[config.mk]
export PLATFORM = sky130hd
export DESIGN_NAME = dsb_branch_unit
export DESIGN_NICKNAME = d
export VERILOG_FILES = /design/src/dsb_pkg.sv /design/src/dsb_operand_fwd.sv /design/src/dsb_target_adder.sv /design/src/dsb_branch_unit.sv
export SDC_FILE = /design/constraint.sdc
export NUM_CORES = 1
export LEC_CHECK = 0
export BUFFER_PORTS_ARGS = -buffer_cell sky130_fd_sc_hd__buf_2
export CAP_MARGIN = 20
export CELL_PAD_IN_SITES_DETAIL_PLACEMENT = 1
export CELL_PAD_IN_SITES_GLOBAL_PLACEMENT = 2
export CORE_AREA = 4 4 172 174
export DETAILED_ROUTE_END_ITERATION = 16
export DIE_AREA = 0 0 176 178
export PLACE_DENSITY = 0.85
export SLEW_MARGIN = 20
export SYNTH_ARGS = -nofsm -noshare
export SYNTH_HDL_FRONTEND = slang
export SYNTH_SLANG_ARGS = --single-unit
[constraint.sdc]
create_clock -name clk_i -period 2.97 [get_ports clk_i]
set_input_delay 0 -clock clk_i [delete_from_list [all_inputs] [get_ports clk_i]]
set_output_delay 0 -clock clk_i [all_outputs]
set_load 0.005 [all_outputs]
[src/dsb_pkg.sv]
package dsb_pkg;

    // ****************************************************************
    // Instruction fields
    // ****************************************************************
    localparam int OP_MSB = 31;
    localparam int OP_LSB = 26;
    localparam int GRP_MSB = 31;
    localparam int GRP_LSB = 28;
    localparam int RS_MSB = 25;
    localparam int RS_LSB = 21;
    localparam int RT_MSB = 20;
    localparam int RT_LSB = 16;
    localparam int RTC_MSB = 19;
    localparam int RTC_LSB = 18;
    localparam int CC_MSB = 20;
    localparam int CC_LSB = 18;
    localparam int ND_BIT = 17;
    localparam int TF_BIT = 16;
    localparam int CO_BIT = 25;
    localparam int SA_MSB = 10;
    localparam int SA_LSB = 6;
    localparam int FN_MSB = 5;
    localparam int FN_LSB = 0;
    localparam int OFF_W = 16;
    localparam int OFF_SHIFT = 2;
    localparam int CC_W = 3;

    // ****************************************************************
    // Opcodes and function codes
    // ****************************************************************
    localparam logic [5:0] OP_SPECIAL = 6'h00;
    localparam logic [5:0] OP_REGISTER_IMMEDIATE_OPCODE_CLASS = 6'h01;
    localparam logic [5:0] OP_J = 6'h02;
    localparam logic [5:0] OP_JAL = 6'h03;
    localparam logic [5:0] OP_BEQ = 6'h04;
    localparam logic [5:0] OP_BRANCH_IF_EQUAL_LIKELY = 6'h14;
    localparam logic [5:0] OP_COP0 = 6'h10;
    localparam logic [5:0] OP_COP1 = 6'h11;
    localparam logic [5:0] OP_COPROCESSOR_TWO = 6'h12;
    localparam logic [3:0] GRP_BR = 4'h1;
    localparam logic [3:0] GRP_BRL = 4'h5;
    localparam logic [4:0] RT_NONNEG = 5'h01;
    localparam logic [4:0] RT_NONNEG_LINK = 5'h11;
    localparam logic [1:0] RTC_BRANCH = 2'h0;
    localparam logic [4:0] RS_BC = 5'h08;
    localparam logic [4:0] REG_ZERO = 5'h00;
    localparam logic [4:0] REG_LINK = 5'h1F;
    localparam logic [5:0] FN_JR = 6'h08;
    localparam logic [5:0] FN_JALR = 6'h09;
    localparam logic [5:0] FN_SLL = 6'h00;
    localparam logic [4:0] SA_PAUSE = 5'h05;
    localparam logic [5:0] FN_ERET = 6'h18;
    localparam logic [5:0] FN_DERET = 6'h1F;
    localparam logic [5:0] FN_WAIT = 6'h20;

    // ****************************************************************
    // Address steps in bytes
    // ****************************************************************
    localparam logic [7:0] SLOT_STEP = 8'h04;
    localparam logic [7:0] LINK_STEP = 8'h08;

endpackage : dsb_pkg

[src/dsb_operand_fwd.sv]
module dsb_operand_fwd
    import dsb_pkg::*;
#(
    parameter int XLEN = 32
) (
    input wire logic [4:0] idx_i,
    input wire logic [XLEN-1:0] rf_data_i,
    input wire logic fwd_valid_i,
    input wire logic [4:0] fwd_idx_i,
    input wire logic [XLEN-1:0] fwd_data_i,
    output logic [XLEN-1:0] data_o
);

    // ****************************************************************
    // Bypass select
    // ****************************************************************
    // bypass older result
    // Register zero never forwards, so a stray write to it is harmless
    always_comb begin
        if (idx_i == REG_ZERO) begin
            data_o = '0;
        end else if (fwd_valid_i && (fwd_idx_i == idx_i)) begin
            data_o = fwd_data_i;
        end else begin
            data_o = rf_data_i;
        end
    end

endmodule : dsb_operand_fwd

[src/dsb_target_adder.sv]
module dsb_target_adder
    import dsb_pkg::*;
#(
    parameter int XLEN = 32
) (
    input wire logic [XLEN-1:0] pc_i,
    input wire logic [OFF_W-1:0] offset_i,
    output logic [XLEN-1:0] target_o
);

    logic [XLEN-1:0] slot_pc;
    logic [XLEN-1:0] disp;

    // ****************************************************************
    // Target arithmetic
    // ****************************************************************
    // slot relative offset
    assign slot_pc = pc_i + XLEN'(SLOT_STEP);
    assign disp = XLEN'({{(XLEN - OFF_W - OFF_SHIFT){offset_i[OFF_W-1]}}, offset_i,
                         OFF_SHIFT'(0)});
    // wrapping add
    // Carry out is dropped on purpose: no overflow trap on branches
    assign target_o = slot_pc + disp;

endmodule : dsb_target_adder

[src/dsb_branch_unit.sv]
module dsb_branch_unit
    import dsb_pkg::*;
#(
    parameter int XLEN = 32,
    parameter int CC_COUNT = 8
) (
    input wire logic clk_i,
    input wire logic rst_b_i,
    input wire logic release6_i,
    input wire logic flush_i,
    input wire logic instr_valid_i,
    input wire logic [31:0] instr_i,
    input wire logic [XLEN-1:0] pc_i,
    input wire logic [XLEN-1:0] rs_rf_data_i,
    input wire logic [XLEN-1:0] rt_rf_data_i,
    input wire logic fwd_valid_i,
    input wire logic [4:0] fwd_idx_i,
    input wire logic [XLEN-1:0] fwd_data_i,
    input wire logic [CC_COUNT-1:0] coprocessor_two_cond_i,
    input wire logic coprocessor_two_usable_i,
    output logic branch_pending_o,
    output logic redirect_o,
    output logic [XLEN-1:0] redirect_pc_o,
    output logic nullify_slot_o,
    output logic link_we_o,
    output logic [4:0] link_idx_o,
    output logic [XLEN-1:0] link_data_o,
    output logic exc_reserved_o,
    output logic exc_cop_unusable_o,
    output logic predict_taken_o,
    output logic bpred_use_o
);

    typedef struct packed {
        logic pend;
        logic taken;
        logic likely;
        logic [XLEN-1:0] target;
        logic redirect;
        logic [XLEN-1:0] redirect_pc;
        logic nullify;
        logic link_we;
        logic [XLEN-1:0] link_data;
        logic exc_ri;
        logic exc_cpu;
        logic pred_taken;
        logic bpred_use;
    } dsb_state_s;

    dsb_state_s st_reg;
    dsb_state_s st_next;

    // ****************************************************************
    // Field extraction
    // ****************************************************************
    logic [5:0] opcode;
    logic [4:0] rs_idx;
    logic [4:0] rt_idx;
    logic [CC_W-1:0] cc_sel;
    logic polarity_select;
    logic nullify_slot_flag;
    logic [XLEN-1:0] rs_val;
    logic [XLEN-1:0] rt_val;
    logic [XLEN-1:0] target;

    assign opcode = instr_i[OP_MSB:OP_LSB];
    assign rs_idx = instr_i[RS_MSB:RS_LSB];
    assign rt_idx = instr_i[RT_MSB:RT_LSB];
    assign cc_sel = instr_i[CC_MSB:CC_LSB];
    assign nullify_slot_flag = instr_i[ND_BIT];
    assign polarity_select = instr_i[TF_BIT];

    // ****************************************************************
    // Operands and target
    // ****************************************************************
    dsb_operand_fwd #(.XLEN(XLEN)) u_fwd_rs (
        .idx_i(rs_idx),
        .rf_data_i(rs_rf_data_i),
        .fwd_valid_i(fwd_valid_i),
        .fwd_idx_i(fwd_idx_i),
        .fwd_data_i(fwd_data_i),
        .data_o(rs_val)
    );

    dsb_operand_fwd #(.XLEN(XLEN)) u_fwd_rt (
        .idx_i(rt_idx),
        .rf_data_i(rt_rf_data_i),
        .fwd_valid_i(fwd_valid_i),
        .fwd_idx_i(fwd_idx_i),
        .fwd_data_i(fwd_data_i),
        .data_o(rt_val)
    );

    dsb_target_adder #(.XLEN(XLEN)) u_target (
        .pc_i(pc_i),
        .offset_i(instr_i[OFF_W-1:0]),
        .target_o(target)
    );

    // ****************************************************************
    // Decode of the handled branches
    // ****************************************************************
    logic is_coprocessor_two_br;
    logic is_eq;
    logic is_eq_likely;
    logic is_nonneg;
    logic is_nonneg_link;
    logic is_branch;

    assign is_coprocessor_two_br = (opcode == OP_COPROCESSOR_TWO) && (rs_idx == RS_BC);
    assign is_eq = (opcode == OP_BEQ);
    assign is_eq_likely = (opcode == OP_BRANCH_IF_EQUAL_LIKELY);
    assign is_nonneg = (opcode == OP_REGISTER_IMMEDIATE_OPCODE_CLASS) && (rt_idx == RT_NONNEG);
    assign is_nonneg_link = (opcode == OP_REGISTER_IMMEDIATE_OPCODE_CLASS) && (rt_idx == RT_NONNEG_LINK);
    assign is_branch = is_coprocessor_two_br || is_eq || is_eq_likely || is_nonneg || is_nonneg_link;

    // ****************************************************************
    // Control transfer classification, used on the delay slot
    // ****************************************************************
    logic is_cti;
    logic cti_special;
    logic cti_cop0;

    assign cti_special = (opcode == OP_SPECIAL) &&
                         ((instr_i[FN_MSB:FN_LSB] == FN_JR) ||
                          (instr_i[FN_MSB:FN_LSB] == FN_JALR) ||
                          ((instr_i[FN_MSB:FN_LSB] == FN_SLL) &&
                           (instr_i[SA_MSB:SA_LSB] == SA_PAUSE) &&
                           (rt_idx == REG_ZERO)));
    assign cti_cop0 = (opcode == OP_COP0) && instr_i[CO_BIT] &&
                      ((instr_i[FN_MSB:FN_LSB] == FN_ERET) ||
                       (instr_i[FN_MSB:FN_LSB] == FN_DERET) ||
                       (instr_i[FN_MSB:FN_LSB] == FN_WAIT));
    // Link-without-branch sits in the branch class of the register-immediate group
    assign is_cti = cti_special || cti_cop0 ||
                    (opcode == OP_J) || (opcode == OP_JAL) ||
                    (instr_i[GRP_MSB:GRP_LSB] == GRP_BR) ||
                    (instr_i[GRP_MSB:GRP_LSB] == GRP_BRL) ||
                    ((opcode == OP_REGISTER_IMMEDIATE_OPCODE_CLASS) && (instr_i[RTC_MSB:RTC_LSB] == RTC_BRANCH)) ||
                    (((opcode == OP_COP1) || (opcode == OP_COPROCESSOR_TWO)) && (rs_idx == RS_BC));

    // ****************************************************************
    // Condition evaluation at the branch step
    // ****************************************************************
    logic cond;
    logic likely;
    logic link;
    logic dec_ri;
    logic dec_cpu;
    logic cc_bit;

    // Out of range selects read as false rather than X
    assign cc_bit = (int'(cc_sel) < CC_COUNT) ? coprocessor_two_cond_i[cc_sel] : 1'b0;

    always_comb begin
        cond = 1'b0;
        likely = 1'b0;
        link = 1'b0;
        dec_ri = 1'b0;
        dec_cpu = 1'b0;
        if (is_coprocessor_two_br) begin
            cond = (cc_bit == polarity_select);
            likely = nullify_slot_flag;
            // removed coprocessor_two forms
            // A removed encoding faults first, before the unit is even looked at
            dec_ri = release6_i;
            dec_cpu = !release6_i && !coprocessor_two_usable_i;
        end else if (is_eq || is_eq_likely) begin
            cond = (rs_val == rt_val);
            likely = is_eq_likely;
            dec_ri = is_eq_likely && release6_i;
        end else if (is_nonneg || is_nonneg_link) begin
            cond = !rs_val[XLEN-1];
            link = is_nonneg_link;
            // keep zero form
            // With source zero the test is always true, giving the plain call form
            dec_ri = is_nonneg_link && release6_i && (rs_idx != REG_ZERO);
        end
    end

    // ****************************************************************
    // Sequencing
    // ****************************************************************
    logic br_fire;
    logic slot_fire;
    logic slot_fault;

    // A branch in the slot never opens a second window
    assign br_fire = instr_valid_i && !flush_i && !st_reg.pend && is_branch;
    assign slot_fire = instr_valid_i && !flush_i && st_reg.pend;
    assign slot_fault = slot_fire && release6_i && is_cti;

    always_comb begin
        st_next = st_reg;
        st_next.redirect = 1'b0;
        st_next.nullify = 1'b0;
        st_next.link_we = 1'b0;
        st_next.exc_ri = 1'b0;
        st_next.exc_cpu = 1'b0;
        st_next.pred_taken = 1'b0;
        st_next.bpred_use = 1'b0;
        if (flush_i) begin
            st_next.pend = 1'b0;
        end else if (br_fire) begin
            st_next.exc_ri = dec_ri;
            st_next.exc_cpu = dec_cpu;
            if (!dec_ri && !dec_cpu) begin
                st_next.pend = 1'b1;
                st_next.taken = cond;
                st_next.likely = likely;
                st_next.target = target;
                st_next.pred_taken = likely;
                st_next.bpred_use = !likely;
                st_next.link_we = link;
                st_next.link_data = pc_i + XLEN'(LINK_STEP);
            end
        end else if (slot_fire) begin
            st_next.pend = 1'b0;
            if (slot_fault) begin
                st_next.exc_ri = 1'b1;
            end else begin
                st_next.redirect = st_reg.taken;
                st_next.redirect_pc = st_reg.target;
                st_next.nullify = st_reg.likely && !st_reg.taken;
            end
        end
    end

    always_ff @(posedge clk_i or negedge rst_b_i) begin
        if (!rst_b_i) begin
            st_reg <= '0;
        end else begin
            st_reg <= st_next;
        end
    end

    // ****************************************************************
    // Outputs
    // ****************************************************************
    assign branch_pending_o = st_reg.pend;
    assign redirect_o = st_reg.redirect;
    assign redirect_pc_o = st_reg.redirect_pc;
    assign nullify_slot_o = st_reg.nullify;
    assign link_we_o = st_reg.link_we;
    assign link_idx_o = REG_LINK;
    assign link_data_o = st_reg.link_data;
    assign exc_reserved_o = st_reg.exc_ri;
    assign exc_cop_unusable_o = st_reg.exc_cpu;
    assign predict_taken_o = st_reg.pred_taken;
    assign bpred_use_o = st_reg.bpred_use;

    // ****************************************************************
    // Checks
    // ****************************************************************
    property p_taken_redirect;
        @(posedge clk_i) disable iff (!rst_b_i)
        (slot_fire && !slot_fault && st_reg.taken) |=>
            (redirect_o && (redirect_pc_o == $past(st_reg.target)));
    endproperty
    a_taken_redirect: assert property (p_taken_redirect)
        else $error("taken branch did not redirect after its slot");

    property p_likely_nullify;
        @(posedge clk_i) disable iff (!rst_b_i)
        (slot_fire && !slot_fault && st_reg.likely && !st_reg.taken) |=>
            (nullify_slot_o && !redirect_o);
    endproperty
    a_likely_nullify: assert property (p_likely_nullify)
        else $error("untaken likely branch did not nullify its slot");

    property p_no_double;
        @(posedge clk_i) disable iff (!rst_b_i)
        redirect_o |-> !nullify_slot_o;
    endproperty
    a_no_double: assert property (p_no_double)
        else $error("slot nullified on a taken branch");

    property p_link_value;
        @(posedge clk_i) disable iff (!rst_b_i)
        (br_fire && is_nonneg_link && !dec_ri) |=>
            (link_we_o && (link_idx_o == REG_LINK) &&
             (link_data_o == $past(pc_i) + XLEN'(LINK_STEP)));
    endproperty
    a_link_value: assert property (p_link_value)
        else $error("link write missing or wrong return address");

    property p_slot_cti;
        @(posedge clk_i) disable iff (!rst_b_i)
        (slot_fire && release6_i && is_cti) |=> (exc_reserved_o && !redirect_o);
    endproperty
    a_slot_cti: assert property (p_slot_cti)
        else $error("transfer in delay slot did not fault");

    property p_cop_unusable;
        @(posedge clk_i) disable iff (!rst_b_i)
        (br_fire && is_coprocessor_two_br && !release6_i && !coprocessor_two_usable_i) |=>
            (exc_cop_unusable_o && !branch_pending_o);
    endproperty
    a_cop_unusable: assert property (p_cop_unusable)
        else $error("coprocessor_two branch with unit off did not fault");

    property p_removed_likely;
        @(posedge clk_i) disable iff (!rst_b_i)
        (br_fire && release6_i && (is_eq_likely || is_coprocessor_two_br)) |=> exc_reserved_o;
    endproperty
    a_removed_likely: assert property (p_removed_likely)
        else $error("removed branch form did not fault");

    property p_zero_equal;
        @(posedge clk_i) disable iff (!rst_b_i)
        (br_fire && is_eq && (rs_idx == REG_ZERO) && (rt_idx == REG_ZERO)) |=>
            (branch_pending_o && st_reg.taken);
    endproperty
    a_zero_equal: assert property (p_zero_equal)
        else $error("equal branch on register zero not taken");

    property p_static_predict;
        @(posedge clk_i) disable iff (!rst_b_i)
        predict_taken_o |-> (!bpred_use_o && $past(likely));
    endproperty
    a_static_predict: assert property (p_static_predict)
        else $error("likely branch touched prediction tables");

    property p_flush_clear;
        @(posedge clk_i) disable iff (!rst_b_i)
        flush_i |=> (!branch_pending_o && !redirect_o);
    endproperty
    a_flush_clear: assert property (p_flush_clear)
        else $error("flush left a branch pending or redirected");

    property p_call_kept;
        @(posedge clk_i) disable iff (!rst_b_i)
        (br_fire && is_nonneg_link && release6_i && (rs_idx == REG_ZERO)) |=>
            (branch_pending_o && link_we_o && !exc_reserved_o);
    endproperty
    a_call_kept: assert property (p_call_kept)
        else $error("plain call form faulted in newer release");

endmodule : dsb_branch_unit

==> results.md <==
Status:
- The run finished with clean final reports.

Logic synthesis:
- For this run, the leading register cell type out of synthesis is sky130_fd_sc_hd__dfrtp_1.
- In this run, synthesis inferred 0 flip-flops with an integrated enable.
- The post-synth design cell area is about 8600 um^2.
- The area fraction of the dominant cell type after synthesis is 0.304.
- The number of warnings printed during yosys synthesis is 0.
- Sorting the synthesized cells by how often they occur yields sky130_fd_sc_hd__nand2_1, sky130_fd_sc_hd__dfrtp_1, sky130_fd_sc_hd__o21ai_0, sky130_fd_sc_hd__buf_4, sky130_fd_sc_hd__ha_1.
- By area the synthesized netlist is led by sky130_fd_sc_hd__dfrtp_1, sky130_fd_sc_hd__ha_1, sky130_fd_sc_hd__buf_4.
- The register bit total from synthesis is ~100.
- A synthesized cell averages around 8.7 um^2.
- Of all flip-flops after synthesis, the portion carrying an async set or reset was 1.00.
- The number of standard cells after synthesis is 990.
- The most common cell in the synthesized netlist is sky130_fd_sc_hd__nand2_1.
- The largest area contributor in the synthesized netlist is sky130_fd_sc_hd__dfrtp_1.
- After synthesis, the netlist uses between 70 and 80 different library cells.
- For this run, the register share of the synthesized area comes to 0.304.

Clocking:
- The number of clock sinks is 104.
- In this run the deepest clock path goes through 2 buffers.
- The clock latency on the worst-skew pair is between 0.3 and 0.4 ns.
- The number of H-tree branching levels is 3.
- The cell at the root of the clock tree is sky130_fd_sc_hd__clkbuf_16.
- The clock tree from TritonCTS is built.
- Buffers inserted during clock tree synthesis total 9.
- Clock-pin slew was measured on the worst setup and hold paths at roughly 0.08 ns.
- The number of setup buffers added after CTS is 0.

Pwr:
- The clock power share is 0.291.
- The overall power is roughly 4.1 mW.
- The share of total power in sequential cells is 0.401.
- The net switching share of the total power is 0.330.
- Summed over all cells, the static leakage comes to approximately 5.3 nW.
- Dividing total power by cell area gives a power density of 385 nW/um^2.
- The logic gate share of total power is 0.309.
- For this design the total switching power over the nets is 1.36 mW.
- The internal portion of the total power is ~2.8 mW.
- The worst-case IR drop observed on VDD is roughly 270 uV.

Min path:
- The worst hold path stage count is 3.
- The worst hold path belongs to the class in -> reg.

Die:
- The area of the die is around 31,000 um^2.
- The count of pins on the block boundary is 257.
- In this run the horizontal extent of the chip is 176 um.
- The count of standard-cell rows is 61.
- After floorplanning, the core was sized to cover 27,800 um^2.
- For this configuration, the core starts out at a cell density of 0.309.
- Measured along the y axis, the die boundary spans roughly 180 um.

Setup path:
- The arrival time at the worst endpoint is a little over 3 ns.
- Walking the worst path, the cells encountered are dlygate4sd3_1 > buf_2 > ha_1 > ha_1 > a21o_1 > a21o_1 > a21oi_1 > o21ai_0 > o21ai_1 > a31oi_1 > o211a_1 > o21a_1 > o31ai_1.
- For this design, the slowest cell found on the critical path is sky130_fd_sc_hd__dlygate4sd3_1.
- The endpoint class of the critical path is a flip-flop.
- Counting both buffers and inverters, the worst setup path holds a total of 2.
- The cell count of the worst reg-to-reg path is 6.
- The worst setup path category is in -> reg.
- STA classifies the critical path startpoint as an input pin.
- Data on the critical path is required at its endpoint by between 3 and 4 ns.
- The total number of cells along the worst setup path is 13.
- On the worst path, the slowest cell contributes a delay of between 0.5 and 0.6 ns.
- Along the worst path, the maximum fanout reaches 6.
- The cell family contributing the most delay on the critical path is compound AO/OA/AOI/OAI gates.

Placed design:
- The post-DP HPWL is 23.6 mm.
- The number of port buffers is 251.
- The final weighted congestion in routability-driven placement is 0.879.
- Counting tap cells, the placed design contains a total of 1,571 instances.

Layout:
- The final cell count without fillers is 1,608.
- The final net count is ~1.5k.
- The area growth from synthesis to layout is 24.6%.
- The layout cell share with drive strength beyond 1 is 0.319.
- The total inserted antenna cells is 0.
- The flip-flop count of the largest register after layout is 34.
- The number of inserted filler cells in the final layout is between 3k and 4k.
- Summing all flip-flop and latch instances after layout gives ~2600 um^2.
- In the final layout, the multi-input gates occupy 5230 um^2.

Timing:
- The top achievable clock speed is 355 MHz.
- The total count of hold-check failures in the final report is 0.
- For the pin with the worst max-slew slack, the measured transition is 0.908 ns.
- Headroom to the max-slew limit came out at 0.395.
- The count of pins over their slew limit is 0.
- Setup violations remaining at the end of the flow were counted as 0.
- The share of the clock period used by the worst path after layout is 0.949.
- For the finished layout, the period the worst path requires is 2.82 ns.
- Between clock sinks in the finished design, the worst skew comes to about 0.0072 ns.
- Across all hold checks on the routed design, the worst slack comes to about 0.023 ns.

Routing:
- The count of vias placed by the detailed router is 8,327.
- The post-detailed-route count of antenna-violating nets is 0.
- The post-detailed-route DRC marker count is 0.
- After detailed routing, the average wire length per cell comes to ~18 um.
- Before antenna repair, the detailed router went through 4 iterations.
- For this block, the routed nets add up to just under 30 mm of wire.
- The count of routing violations after the opening detailed-route iteration is 438.
- Dividing the detail-routed via count by the number of cells gives slightly above 5.

Global routing:
- The number of global-route vias before repair is just under 9k.
- Entering global routing, the biggest net connects 100 pins.
- The final global-route overflow total is 0.
- The initial antenna violation count is 2.
- The all-layer global routing usage is 0.186.
- The global-route wire length before repair is between 40 and 50 mm.

Run:
- The tool flagged a number of max-cap violations equal to 0.
cell families after synthesis:
logic type	count (synthesis)	synth area share
AOI/OAI and AO/OA	264	0.188
xor gates and xnor gates	71	0.0725
adders and majority gates	59	0.0870
buffers and inverters	135	0.0928
DFF	104	0.304
muxes	62	0.0822
other	1	0.000437
and+or+nand+nor	294	0.174
placed cells by master (no fill, tap or decap), types with 6 or more instances in the layout:
cell type	count
sky130_fd_sc_hd__nor4_1	9
sky130_fd_sc_hd__and3_1	10
sky130_fd_sc_hd__nor3_1	15
sky130_fd_sc_hd__nand3_1	41
sky130_fd_sc_hd__and4_1	7
sky130_fd_sc_hd__a21oi_1	54
sky130_fd_sc_hd__ha_1	57
sky130_fd_sc_hd__nand4_1	21
sky130_fd_sc_hd__o21ai_1	6
sky130_fd_sc_hd__mux2i_1	16
sky130_fd_sc_hd__o21a_1	11
sky130_fd_sc_hd__xor2_1	43
sky130_fd_sc_hd__a31oi_1	10
sky130_fd_sc_hd__buf_2	250
sky130_fd_sc_hd__dfrtp_1	104
sky130_fd_sc_hd__buf_4	61
sky130_fd_sc_hd__nor2_1	36
sky130_fd_sc_hd__mux2_2	44
sky130_fd_sc_hd__clkbuf_16	9
sky130_fd_sc_hd__inv_1	18
sky130_fd_sc_hd__nand2b_1	6
sky130_fd_sc_hd__dlygate4sd3_1	21
sky130_fd_sc_hd__a21o_1	19
sky130_fd_sc_hd__nand2_1	111
sky130_fd_sc_hd__o21ai_0	103
sky130_fd_sc_hd__xnor2_1	28
cell type report:
type / instances / share of cell area
multi-input combinational: 755 / 0.490
tap: 378 / 0.0443
inverter: 18 / 0.00632
clock inverter: 6 / 0.00480
timing repair buffer: 337 / 0.189
sequential: 104 / 0.244
clock buffer: 10 / 0.0224
final timing paths:
path,slack [ns],start,end
worst max-delay path,0.15,pc_i[19],st_reg[101]
worst min-delay path,0.02,pc_i[22],link_data_o[22]
worst max register to register,0.46,branch_pending_o,st_reg[104]
worst min register to register,0.44,st_reg[104],nullify_slot_o
max in group asynchronous,1.93,rst_b_i,redirect_pc_o[16]
min in group asynchronous,0.30,rst_b_i,redirect_pc_o[0]
timing repair:
| item | in CTS | in global routing |
|---|---|---|
| resized for setup | 0 | 4 |
| hold buffers | 21 | 0 |
| endpoints found under the hold margin | 84 | 0 |
| setup endpoints to repair | 0 | 6 |
layer usage:
metal | track usage | up-vias | share of wire
li1 | - | 3989 | -
met1 | 0.242 | 4042 | 0.44
met2 | 0.324 | 256 | 0.48
met3 | 0.0318 | 36 | 0.055
met4 | 0.0445 | 4 | 0.017
met5 | 0 | - | 0.00085
tightest hold or removal path: stages:
cell,delay (ns)
sky130_fd_sc_hd__buf_2,0.12
sky130_fd_sc_hd__xor2_1,0.07
sky130_fd_sc_hd__o21ai_0,0.15
power by group through the flow:
stage	logic (mW)	registers [mW]	clock network, mW
floorplan	0.781	1.65	0
global placement	1.21	1.67	0
detailed placement	1.24	1.68	0
CTS	1.27	1.65	1.23
global route	1.42	1.67	1.29
finish	1.27	1.65	1.20
per-stage QoR:
stage	util	TNS (ns)	setup slack, ns	area [um^2]
after floorplan	-	0	0.0658	8590
after global placement	0.366	-0.640	-0.194	10200
after detailed placement	0.366	-1.16	-0.295	10200
after CTS	0.384	0	0.0488	10700
after global routing	0.385	-0.0109	-0.0109	10700
final	0.385	0	0.151	10700
No activity file was read; power rests on OpenSTA's default activity.
